File: config.mk
export PLATFORM = sky130hd
export DESIGN_NAME = unicast_retry_status_control
export DESIGN_NICKNAME = d
export VERILOG_FILES = /design/src/logic/unicast_retry_pkg.sv /design/src/logic/mode_decode.sv /design/src/logic/unicast_retry_status_control.sv
export VERILOG_INCLUDE_DIRS = /design/src /design/src/logic
export SDC_FILE = /design/constraint.sdc
export NUM_CORES = 1
export LEC_CHECK = 0
export BUFFER_PORTS_ARGS = -buffer_cell sky130_fd_sc_hd__clkbuf_2
export CORE_ASPECT_RATIO = 0.75
export CORE_MARGIN = 4
export CORE_UTILIZATION = 55
export CTS_BUF_LIST = sky130_fd_sc_hd__clkbuf_4 sky130_fd_sc_hd__clkbuf_8
export DETAILED_ROUTE_END_ITERATION = 10
export HOLD_SLACK_MARGIN = 0.06
export PLACE_DENSITY = 0.83
export SLEW_MARGIN = 25
export SYNTH_ARGS = -nofsm -noshare
export SYNTH_HDL_FRONTEND = slang
export SYNTH_SLANG_ARGS = --single-unit
File: constraint.sdc
create_clock -name clock -period 2.2 [get_ports clock]
set_input_delay 0.22 -clock clock [delete_from_list [all_inputs] [get_ports clock]]
set_output_delay 0.22 -clock clock [all_outputs]
set_load 0.02 [all_outputs]
File: src/logic/unicast_retry_cfg.svh
// Constants for the unicast transmit retry and status control
`ifndef UNICAST_RETRY_CFG_SVH
`define UNICAST_RETRY_CFG_SVH
`define MODE_RST 2'h0
`define MODE_HDR_ACK 2'h0
`define MODE_PLAIN 2'h1
`define MODE_ACK_ONLY 2'h2
`define MODE_HDR_ONLY 2'h3
`define RETRY_RST 8'h00
`define MAC_RETRIES 2'h3
`define STAT_SUCCESS 8'h00
`define STAT_NO_ACK 8'h01
`define STAT_CCA_FAIL 8'h02
`define STAT_NET_ACK_FAIL 8'h21
`endif

File: src/logic/unicast_retry_pkg.sv
// Types shared by the unicast transmit retry and status control
package unicast_retry_pkg;
  typedef enum logic [1:0] {
    ST_IDLE = 2'h0,
    ST_SEND = 2'h1,
    ST_WAIT = 2'h3
  } state_t;

  typedef struct packed {
    logic header;
    logic macAck;
  } mode_flags_t;

  typedef struct packed {
    logic ackReq;
    logic appHeader;
    logic dupDetect;
    logic bcast;
    logic [7:0] frameId;
  } radio_req_t;

  typedef struct packed {
    logic ccaFail;
    logic macAck;
    logic e2eAck;
  } radio_res_t;

  typedef struct packed {
    logic [7:0] frameId;
    logic [7:0] code;
  } tx_status_t;
endpackage

File: src/logic/mode_decode.sv
// Decode of the two-bit MAC mode setting into feature flags
`timescale 1ns/1ps
`include "unicast_retry_cfg.svh"
module mode_decode (
  // Mode in
  input wire logic [1:0] macModeSetting,
  // Flags out
  output unicast_retry_pkg::mode_flags_t flags
);
  always_comb begin
    flags.header = (macModeSetting == `MODE_HDR_ACK) ||
                   (macModeSetting == `MODE_HDR_ONLY);
    flags.macAck = (macModeSetting == `MODE_HDR_ACK) ||
                   (macModeSetting == `MODE_ACK_ONLY);
  end
endmodule // mode_decode

File: src/logic/unicast_retry_status_control.sv
// Transmit retry sequencing and status reporting for unicast frames
//
// Summary of operation
// - Modes 0 and 3 add the vendor header and turn on duplicate detection.
// - Modes 1 and 2 send payload without the header, as plain pass through.
// - Modes 0 and 2 send unicast frames with the MAC ack request set.
// - With MAC ack on, a missing ack causes up to three retransmissions.
// - Modes 1 and 3 send unicast frames with no ack request.
// - Broadcast frames never carry the ack request.
// - After reset the mode setting is 0, header and MAC ack both on.
// - The retry count sets how many application retries follow the MAC ones.
// - Each application retry may again use up to three MAC retransmissions.
// - The retry count is ignored whenever the mode has no header.
// - Each request with a non-zero frame id gets exactly one status answer.
// - Without application retries and with ack on, report 00 or else 01, unless the channel is busy.
// - Without application retries and with ack off, report 00 unless the channel is busy.
// - Busy channel: three MAC retransmissions plus any application retries, then 02.
// - With application retries, report 00 on delivery or 21 when exhausted, unless the channel is busy.
`timescale 1ns/1ps
`include "unicast_retry_cfg.svh"
module unicast_retry_status_control #(
  parameter int RETRY_W = 8
) (
  // Clock and reset
  input wire logic clock,
  input wire logic resetn,
  // Configuration
  input wire logic cfgWrite,
  input wire logic [1:0] cfgMode,
  input wire logic [RETRY_W-1:0] cfgRetry,
  output logic [1:0] macModeSetting,
  output logic [RETRY_W-1:0] appRetryCount,
  // Host transmit request
  input wire logic txValid,
  input wire logic [7:0] txFrameId,
  input wire logic txBcast,
  output logic txReady,
  // Radio side
  output logic radioValid,
  output unicast_retry_pkg::radio_req_t radioReq,
  input wire logic radioDone,
  input wire unicast_retry_pkg::radio_res_t radioRes,
  // Host status
  output logic statusValid,
  output unicast_retry_pkg::tx_status_t statusOut
);
  generate
    if (RETRY_W < 1 || RETRY_W > 8) begin : g_bad_width
      $error("RETRY_W must lie between 1 and 8");
    end
  endgenerate

  typedef struct packed {
    unicast_retry_pkg::state_t state;
    logic [1:0] mode;
    logic [RETRY_W-1:0] retry;
    logic [RETRY_W-1:0] appTry;
    logic [1:0] macTry;
    logic appOn;
    unicast_retry_pkg::radio_req_t req;
    logic sendValid;
    logic statValid;
    unicast_retry_pkg::tx_status_t stat;
  } regs_t;

  regs_t st_r;
  regs_t st_nxt;
  unicast_retry_pkg::mode_flags_t flags;
  logic finish;
  logic macLeft;
  logic appLeft;
  logic macMiss;

  mode_decode u_mode_decode (
    .macModeSetting(st_r.mode),
    .flags(flags)
  );

  assign macLeft = (st_r.macTry != `MAC_RETRIES);
  // Less-than so a count lowered mid frame still ends the retries
  assign appLeft = st_r.appOn && (st_r.appTry < st_r.retry);
  assign macMiss = st_r.req.ackReq && !radioRes.macAck;
  assign finish = (st_r.state == unicast_retry_pkg::ST_WAIT) && radioDone;

  always_comb begin
    st_nxt = st_r;
    st_nxt.sendValid = 1'b0;
    st_nxt.statValid = 1'b0;
    if (cfgWrite) begin
      st_nxt.mode = cfgMode;
      st_nxt.retry = cfgRetry;
    end
    case (st_r.state)
      unicast_retry_pkg::ST_IDLE: begin
        if (txValid) begin
          // Flags are frozen per frame so a mode change cannot tear it
          st_nxt.req.appHeader = flags.header;
          st_nxt.req.dupDetect = flags.header;
          st_nxt.req.ackReq = flags.macAck && !txBcast;
          st_nxt.req.bcast = txBcast;
          st_nxt.req.frameId = txFrameId;
          // Header off means the retry count has no effect
          st_nxt.appOn = flags.header && (st_r.retry != '0) &&
                         !txBcast;
          st_nxt.macTry = 2'h0;
          st_nxt.appTry = '0;
          st_nxt.state = unicast_retry_pkg::ST_SEND;
        end
      end
      unicast_retry_pkg::ST_SEND: begin
        st_nxt.sendValid = 1'b1;
        st_nxt.state = unicast_retry_pkg::ST_WAIT;
      end
      unicast_retry_pkg::ST_WAIT: begin
        if (radioDone) begin
          st_nxt.state = unicast_retry_pkg::ST_IDLE;
          st_nxt.stat.frameId = st_r.req.frameId;
          if (radioRes.ccaFail || macMiss) begin
            if (macLeft) begin
              st_nxt.macTry = st_r.macTry + 2'h1;
              st_nxt.state = unicast_retry_pkg::ST_SEND;
            end else if (appLeft) begin
              st_nxt.appTry = st_r.appTry + 1'b1;
              st_nxt.macTry = 2'h0;
              st_nxt.state = unicast_retry_pkg::ST_SEND;
            end else if (radioRes.ccaFail) begin
              st_nxt.stat.code = `STAT_CCA_FAIL;
            end else if (st_r.appOn) begin
              st_nxt.stat.code = `STAT_NET_ACK_FAIL;
            end else begin
              st_nxt.stat.code = `STAT_NO_ACK;
            end
          end else if (st_r.appOn && !radioRes.e2eAck) begin
            if (appLeft) begin
              st_nxt.appTry = st_r.appTry + 1'b1;
              st_nxt.macTry = 2'h0;
              st_nxt.state = unicast_retry_pkg::ST_SEND;
            end else begin
              st_nxt.stat.code = `STAT_NET_ACK_FAIL;
            end
          end else begin
            st_nxt.stat.code = `STAT_SUCCESS;
          end
          // Zero frame id asks for no answer
          st_nxt.statValid = (st_nxt.state == unicast_retry_pkg::ST_IDLE)
                             && (st_r.req.frameId != 8'h00);
        end
      end
      default: begin
        st_nxt.state = unicast_retry_pkg::ST_IDLE;
      end
    endcase
  end

  always_ff @(posedge clock or negedge resetn) begin
    if (!resetn) begin
      st_r <= '0;
      st_r.mode <= `MODE_RST;
      st_r.retry <= RETRY_W'(`RETRY_RST);
    end else begin
      st_r <= st_nxt;
    end
  end

  assign txReady = (st_r.state == unicast_retry_pkg::ST_IDLE);
  assign macModeSetting = st_r.mode;
  assign appRetryCount = st_r.retry;
  assign radioValid = st_r.sendValid;
  assign radioReq = st_r.req;
  assign statusValid = st_r.statValid;
  assign statusOut = st_r.stat;

  chk_mode_hold: assert property (
    @(posedge clock) disable iff (!resetn)
    !cfgWrite |=> $stable(macModeSetting))
    else $error("mode changed without a write");

  chk_bcast_noack: assert property (
    @(posedge clock) disable iff (!resetn)
    radioValid && radioReq.bcast |-> !radioReq.ackReq)
    else $error("broadcast sent with ack request");

  chk_header_mode: assert property (
    @(posedge clock) disable iff (!resetn)
    txValid && txReady |-> ##2 radioValid &&
      radioReq.appHeader == $past(flags.header, 2) &&
      radioReq.dupDetect == radioReq.appHeader)
    else $error("header flag does not follow mode");

  chk_ack_mode: assert property (
    @(posedge clock) disable iff (!resetn)
    txValid && txReady |-> ##2
      radioReq.ackReq == $past(flags.macAck && !txBcast, 2))
    else $error("ack request does not follow mode");

  chk_status_id: assert property (
    @(posedge clock) disable iff (!resetn)
    finish && st_nxt.state == unicast_retry_pkg::ST_IDLE &&
      st_r.req.frameId != 8'h00 |=> statusValid ##1 !statusValid)
    else $error("status answer missing or repeated");

  chk_mac_retx: assert property (
    @(posedge clock) disable iff (!resetn)
    finish && !radioRes.ccaFail && macMiss && macLeft
      |=> !statusValid ##1 radioValid)
    else $error("missed retransmission");

  chk_cca_code: assert property (
    @(posedge clock) disable iff (!resetn)
    finish && radioRes.ccaFail && !macLeft && !appLeft &&
      st_r.req.frameId != 8'h00
      |=> statusValid && statusOut.code == `STAT_CCA_FAIL)
    else $error("busy channel code wrong");

  chk_noack_code: assert property (
    @(posedge clock) disable iff (!resetn)
    finish && !radioRes.ccaFail && macMiss && !macLeft && !st_r.appOn
      && st_r.req.frameId != 8'h00
      |=> statusValid && statusOut.code == `STAT_NO_ACK)
    else $error("no-ack code wrong");

  chk_plain_ok: assert property (
    @(posedge clock) disable iff (!resetn)
    finish && !radioRes.ccaFail && !st_r.req.ackReq && !st_r.appOn
      && st_r.req.frameId != 8'h00
      |=> statusValid && statusOut.code == `STAT_SUCCESS)
    else $error("unacked send not reported as success");

  chk_app_fail: assert property (
    @(posedge clock) disable iff (!resetn)
    finish && !radioRes.ccaFail && !macMiss && st_r.appOn &&
      !radioRes.e2eAck && !appLeft && st_r.req.frameId != 8'h00
      |=> statusValid && statusOut.code == `STAT_NET_ACK_FAIL)
    else $error("network ack failure code wrong");
endmodule // unicast_retry_status_control

==> results of run 1 <==
state kept, by name, indices dropped and copies added (netlist names):
signal / count
st_r: 13
radioReq: 11
statusOut: 11
appRetryCount: 8
macModeSetting: 2
radioValid: 1
statusValid: 1
critical path: stages, from the launching register on:
cell and delay [ps]:
dfrtp_1 450, ha_1 320, a211oi_1 70, o21ai_0 230
a21oi_2 100, buf_4 150, or4_1 500, o221a_2 140
per-stage QoR:
step | total power [mW] | utilization | instance area, um^2 | cells
floorplan | 2.49 | - | 2600 | 286
global placement | 2.63 | 0.602 | 2710 | 365
detailed placement | 2.67 | 0.602 | 2710 | 365
CTS | 3.30 | 0.630 | 2830 | 374
global route | 3.56 | 0.633 | 2840 | 376
finish | 3.32 | 0.633 | 2840 | 376
power by group:
group | switching, mW | total, mW | internal (mW)
Combinational | 0.860 | 1.34 | 0.477
Sequential | 0.223 | 1.35 | 1.12
Clock | 0.294 | 0.633 | 0.338
Total | 1.38 | 3.32 | 1.94
routing by layer:
layer	up-vias	track usage	wire, um
li1	985	-	-
met1	994	0.283	2590
met2	68	0.282	2360
met3	12	0.0317	325
met4	0	0.0843	97
met5	-	0	0
worst paths after layout:
| kind | start | to | cells past startpoint |
|---|---|---|---|
| setup / recovery | st_r[38]$_DFFE_PN0P_ | statusOut[0]$_DFFE_PN0P_ | 7 |
| hold reg to reg | statusOut[14]$_DFFE_PN0P_ | statusOut[14]$_DFFE_PN0P_ | 2 |
| min in group asynchronous | resetn | st_r[33]$_DFFE_PN0P_ | 2 |
| setup reg to reg | st_r[38]$_DFFE_PN0P_ | statusOut[0]$_DFFE_PN0P_ | 7 |
| hold / removal | txFrameId[2] | radioReq[2]$_DFFE_PN0P_ | 3 |
| max in group asynchronous | resetn | statusOut[15]$_DFFE_PN0P_ | 3 |
cell usage after synthesis, types with 3 or more instances:
cell type | n | share of area
a211oi_1 | 3 | 0.0087
a31oi_1 | 4 | 0.0097
and2_1 | 4 | 0.0097
and3_1 | 3 | 0.0073
and4_1 | 3 | 0.010
buf_4 | 39 | 0.11
clkbuf_1 | 7 | 0.010
dfrtp_1 | 47 | 0.46
ha_1 | 11 | 0.053
inv_1 | 11 | 0.016
mux2i_1 | 3 | 0.012
nand2_1 | 75 | 0.11
nand3_1 | 6 | 0.012
nor2_1 | 6 | 0.0087
nor2b_1 | 5 | 0.012
nor4_1 | 4 | 0.0097
o21ai_0 | 17 | 0.033
cell type report:
cell class,count,area (um^2)
fillers,368,1650
flip-flops and latches,47,1180
multi-input cells,182,1060
repair buffers,71,380
well taps,57,71.3
clock buffers,5,68.8
clock inverters,3,43.8
inverters,11,41.3
cell families (layout without fill, tap and decap cells):
kind of cell    after synthesis  in the layout  share of synthesized area
other cells                   1              5                    0.00145
flops                        47             47                      0.455
compound gates               44             44                      0.118
fa+ha+maj                    11             11                     0.0533
buf+inv                      57             90                      0.139
simple gates                116            116                      0.206
mux                           6              6                     0.0261
repair_timing:
action	4_1_cts	5_1_grt
endpoints found under the hold margin	22	0
setup buffers	0	2
hold buffers	1	0
setup endpoints to repair	0	8
==> flow_summary.toml, run 1 <==
[logic_synthesis]
ys_ff_latch = 47
ys.flop_type = "dfrtp_1"
async_flop_share = 1.00
ys.warnings.count = 0
syn_inst = 282
synthesis.area_mm2 = 0.00258
syn_area_per_cell_um2 = 9.16
ys_seq_area_frac = 0.455
synth_cell_types = 43
synth_edf_count = 0

[placed_design]
pre_cts_ws_ps = 120
port_buffers = 62
dp_hpwl_um = 4060
place_congestion = 0.864

[clock_network]
cts_num_sinks = 47
cts-root-buf = "clkbuf_8"
clockBufferDepth = 2
htreeDepth = 2
insertion_delay_ps = 300
clk_pin_slew_ps = 90
cts_made_buffers = 5
tritoncts = "done"
cts_resized = 0

[status]
status = "finished, final reports clean"

[floorplanning]
die_h_um = 67.4
die_area_mm2 = 0.00587
die_x_um = 87.1
core_mm2 = 0.00449
rows = 21
start_util = 0.575
io-pin-count = 68

[detailed_routing]
vias_per_cell = 5.48
drc = 0
drt_iter0_markers = 147
wire_per_inst_um = 14.3
dr.pass1.iters = 5
vias = 2059
antenna_left = 0
wl_um = 5370

[pwr]
vdd_drop_max_mv = 0.670
power_leakage_nw = 1.57
powerDensity_mw_per_mm2 = 1170

[sta]
worst_slack_ps = 121
tightest_slew_ps = 580
max_freq_ghz = 0.481
setup_violations = 0
hold_ws_ps = 98.3
final_hold_viol_count = 0
setup_tns_ps = 0
fin_crit_ps = 2080
skew_ps = 3.71
slew_headroom = 0.613
rsz0062_at_grt = "no"
slew_viol_final = 0
min_period_over_period = 0.945

[min_path]
min_path_type = "input pin to register"

[global_routing]
overflow = 0
grt_antenna_before_repair = 0
grt_first_pass_wirelength_um = 8720
grt_pass1_vias = 1883
grt_max_degree = 25
grt_use_total = 0.193

[setup_path]
ff2ff_setup_slack_ps = 120
arrival_ps = 2280
path_max_fanout = 6
cp_data_required_time_ps = 2400
cp-end-kind = "register"
worstSetupPathType = "register to register"
start_kind = "register"

[run]
drv_cap = 0

[layout]
layout_commonest_cell = "nand2_1"
antenna_cells = 0
drive_gt1_frac = 0.276
nets = 356
final_cell_mix = "nand2_1 (75), clkbuf_2 (62), dfrtp_1 (47), o21ai_0 (17)"
area_growth_pct = 10.1
No activity file was read; power rests on OpenSTA's default activity.
==> run 2: changes to the inputs <==
- CELL_PAD_IN_SITES_DETAIL_PLACEMENT: default -> 0
- CELL_PAD_IN_SITES_GLOBAL_PLACEMENT: default -> 1
- CORE_UTILIZATION: 55 -> 41
- PLACE_DENSITY: 0.83 -> default
- PLACE_DENSITY_LB_ADDON: default -> 0.1
==> flow_summary.toml, run 2 (same netlist as run 1, synthesis figures left out) <==
[placed_design]
place_congestion = 0.777
port_buffers = 62
placed_area_mm2 = 0.00275
dp_hpwl_um = 4400

[run]
drv_cap = 0

[sta]
max_freq_ghz = 0.483
slew_headroom = 0.548
setup_violations = 0
fin_crit_ps = 2070
hold_ws_ps = 111
final_hold_viol_count = 0
slew_viol_final = 0
setup_tns_ps = 0
min_period_over_period = 0.941
tightest_slew_ps = 678
skew_ps = 13.3

[layout]
antenna_cells = 0
nets = 356
post-route-util = 0.481
layout_commonest_cell = "nand2_1"
area_growth_pct = 10.7
drive_gt1_frac = 0.279
num-fill-cells = 589
largest_reg_flops = 13
final_cell_mix = "nand2_1 (75), clkbuf_2 (62), dfrtp_1 (47), o21ai_0 (16)"
final_cell_area_mm2 = 0.00286
regMostFlops = "st_r"

[floorplanning]
die_h_um = 76.8
io-pin-count = 68
die_x_um = 99.7
die_area_mm2 = 0.00765
rows = 24
start_util = 0.435
core_mm2 = 0.00595

[clock_network]
insertion_delay_ps = 300
clk_pin_slew_ps = 90
cts-root-buf = "clkbuf_8"
cts_num_sinks = 47
tritoncts = "done"
cts_made_buffers = 5
clockBufferDepth = 2
htreeDepth = 2

[setup_path]
start_kind = "register"
crit_slowest_cell = "dfrtp_1"
path_max_fanout = 6
crit_family = "compound AO/OA/AOI/OAI gates"
worstSetupPathType = "register to register"
worst-path-buf-inv = 2
max_stage_delay_ps = 400
cp_data_required_time_ps = 2380
cp-end-kind = "register"
arrival_ps = 2250
path_cells = "inv_1 > ha_1 > a211oi_1 > o21ai_0 > a21oi_2 > buf_4 > nor3_1 > o221a_2"

[global_routing]
grt_pass1_vias = 1874
grt_use_total = 0.152
grt_max_degree = 26
grt_antenna_before_repair = 0
grt_first_pass_wirelength_um = 9450
overflow = 0

[detailed_routing]
drt_iter0_markers = 80
vias_per_cell = 4.82
wl_um = 5760
antenna_left = 0
wire_per_inst_um = 14.5
dr.pass1.iters = 4
drc = 0
vias = 1912

[pwr]
power_leakage_nw = 1.56
powerDensity_mw_per_mm2 = 1130
power_mw = 3.23
vdd_drop_max_mv = 0.454

[min_path]
min_path_type = "input pin to register"

[status]
status = "finished, final reports clean"
==> run 2: worst reg2reg max path, cell delays in order (launching register included) <==
cell,delay (ps)
dfrtp_1,400
inv_1,70
ha_1,300
a211oi_1,220
o21ai_0,130
a21oi_2,360
buf_4,190
nor3_1,40
o221a_2,250
==> run 2: final timing paths <==
check / start / cells after the start / endpoint / slack (ps)
min reg2reg: statusOut[12]$_DFFE_PN0P_ / 2 / statusOut[12]$_DFFE_PN0P_ / 480
min in group asynchronous: resetn / 2 / appRetryCount[0]$_DFFE_PN0P_ / 480
max reg2reg: appRetryCount[2]$_DFFE_PN0P_ / 8 / statusOut[0]$_DFFE_PN0P_ / 130
max in group asynchronous: resetn / 3 / radioReq[5]$_DFFE_PN0P_ / 1150
max: appRetryCount[2]$_DFFE_PN0P_ / 8 / statusOut[0]$_DFFE_PN0P_ / 130
min: txFrameId[0] / 3 / radioReq[0]$_DFFE_PN0P_ / 110
==> run 2: what timing repair did <==
item                                    4_1_cts  5_1_grt
hold endpoints to repair                     24        0
gates resized for setup                       0        2
endpoints found under the setup margin        0        6
buffers inserted                              0        1
hold buffers                                  1        0
==> run 2: stage by stage <==
stage | std cells | setup slack [ps]
2_1_floorplan | 286 | 339
3_3_place_gp | 387 | 191
5_1_grt | 397 | -0.451
4_1_cts | 396 | 102
6_report | 397 | 130
3_5_place_dp | 387 | 133
==> run 2: per-layer routing <==
| layer | GRT usage | vias up | share of wire | routed length, um |
|---|---|---|---|---|
| met5 | 0 | - | 0 | 0 |
| met4 | 0.0286 | 0 | 0.0054 | 31 |
| met3 | 0.0363 | 5 | 0.050 | 289 |
| met2 | 0.216 | 49 | 0.40 | 2330 |
| met1 | 0.236 | 877 | 0.54 | 3110 |
| li1 | - | 981 | - | - |
==> run 2: report_power, final <==
group / internal, mW / total [mW] / switching (mW)
clock: 0.249 / 0.541 / 0.292
sequential: 1.12 / 1.34 / 0.218
combinational: 0.491 / 1.35 / 0.856
==> run 2: final cells by class <==
cell class	count	area [um^2]	share of cell area
flip-flops and latches	47	1180	0.411
multi-input cells	182	1060	0.372
repair buffers	71	393	0.137
well taps	78	97.6	0.0341
clock buffers	7	83.8	0.0293
inverters	11	41.3	0.0144
clock inverters	1	5.00	0.00175
==> run 3: changes to the inputs <==
- CAP_MARGIN: default -> 30
- GPL_TIMING_DRIVEN: default -> 0
==> flow_summary.toml, run 3 (same netlist as run 1, synthesis figures left out) <==
[status]
status = "finished, final reports clean"

[setup_path]
cp_data_required_time_ps = 2390
arrival_ps = 2220
path_max_fanout = 6
worstSetupPathType = "register to register"
ff2ff_setup_slack_ps = 170
start_kind = "register"
cp-end-kind = "register"

[sta]
max_freq_ghz = 0.493
setup_tns_ps = 0
fin_crit_ps = 2030
skew_ps = 3.47
setup_violations = 0
final_hold_viol_count = 0
tightest_slew_ps = 656
slew_viol_final = 0
rsz0062_at_grt = "no"
min_period_over_period = 0.922
slew_headroom = 0.562

[global_routing]
overflow = 0
grt_max_degree = 48
grt_use_total = 0.150
grt_pass1_vias = 1895
grt_antenna_before_repair = 0
grt_first_pass_wirelength_um = 9330

[floorplanning]
core_mm2 = 0.00595
start_util = 0.435
rows = 24
die_area_mm2 = 0.00765
die_x_um = 99.7
die_h_um = 76.8
io-pin-count = 68

[layout]
area_growth_pct = 21.9
post-route-util = 0.530
nets = 396
final_cell_mix = "nand2_1 (75), clkbuf_2 (60), dfrtp_1 (47), buf_4 (42), o21ai_0 (17)"
largest_reg_flops = 13
drive_gt1_frac = 0.337
layout_commonest_cell = "nand2_1"
antenna_cells = 0
regMostFlops = "st_r"
num-fill-cells = 591

[clock_network]
htreeDepth = 2
tritoncts = "done"
cts-root-buf = "clkbuf_8"
cts_num_sinks = 47
insertion_delay_ps = 300
cts_made_buffers = 5
clockBufferDepth = 2
clk_pin_slew_ps = 90
cts_resized = 0

[run]
drv_cap = 0

[detailed_routing]
antenna_left = 0
wl_um = 5620
drc = 0
vias_per_cell = 4.72
drt_iter0_markers = 96
vias = 2061
wire_per_inst_um = 12.9
dr.pass1.iters = 4

[min_path]
min_path_type = "input pin to register"

[pwr]
power_leakage_nw = 1.75
vdd_drop_max_mv = 0.653
powerDensity_mw_per_mm2 = 1140

[placed_design]
dp_hpwl_um = 4300
port_buffers = 61
place_congestion = 0.779
==> run 3: metal layers <==
layer	GRT usage	routed length [um]	vias to the layer above
met2	0.207	2240	58
met4	0.0300	12	0
met3	0.0354	343	2
met5	0	0	-
li1	-	-	1069
met1	0.236	3020	932
==> run 3: path summary, 6_finish.rpt <==
| check | end | depth (start not counted) | from |
|---|---|---|---|
| worst max-delay path | statusOut[0]$_DFFE_PN0P_ | 7 | st_r[38]$_DFFE_PN0P_ |
| worst min-delay path | radioReq[4]$_DFFE_PN0P_ | 3 | txFrameId[4] |
| worst max register to register | statusOut[0]$_DFFE_PN0P_ | 7 | st_r[38]$_DFFE_PN0P_ |
| worst min register to register | statusOut[11]$_DFFE_PN0P_ | 2 | statusOut[11]$_DFFE_PN0P_ |
| max in group asynchronous | radioReq[3]$_DFFE_PN0P_ | 2 | resetn |
| min in group asynchronous | st_r[33]$_DFFE_PN0P_ | 2 | resetn |
==> run 3: critical path, stage by stage, from the launching register on <==
cell,delay [ps]
dfrtp_1,460
ha_1,320
a211oi_1,70
o21ai_0,220
a21oi_2,80
buf_4,150
or4_1,490
o221a_2,140
==> run 3: power by group <==
part	internal, mW	total, mW	switching, mW
Sequential	1.12	1.34	0.212
Combinational	0.715	1.62	0.902
Clock	0.339	0.639	0.300
==> run 3: stage by stage <==
step	std cells	instance area [um^2]	total power, mW	hold WS, ps	setup slack, ps
after global placement	425	3000	2.93	411	46.1
after CTS	434	3130	3.60	93.0	10.2
final	437	3150	3.59	103	171
after detailed placement	425	3000	2.95	327	23.1
after global routing	437	3150	3.86	102	44.0
after floorplan	286	2600	2.49	-75.6	339
==> run 3: cell type report <==
cell class / count / area [um^2] / share of cell area
sequential: 47 / 1180 / 0.373
multi-input combinational: 182 / 1060 / 0.337
timing repair buffer: 65 / 340 / 0.108
buffer: 46 / 319 / 0.101
tap: 78 / 97.6 / 0.0310
clock buffer: 5 / 68.8 / 0.0219
clock inverter: 3 / 43.8 / 0.0139
inverter: 11 / 41.3 / 0.0131
==> run 3: what timing repair did <==
| action | 4_1_cts | 5_1_grt |
|---|---|---|
| buffers inserted | 0 | 3 |
| endpoints found under the setup margin | 0 | 12 |
| hold buffers | 1 | 0 |
| endpoints found under the hold margin | 47 | 0 |
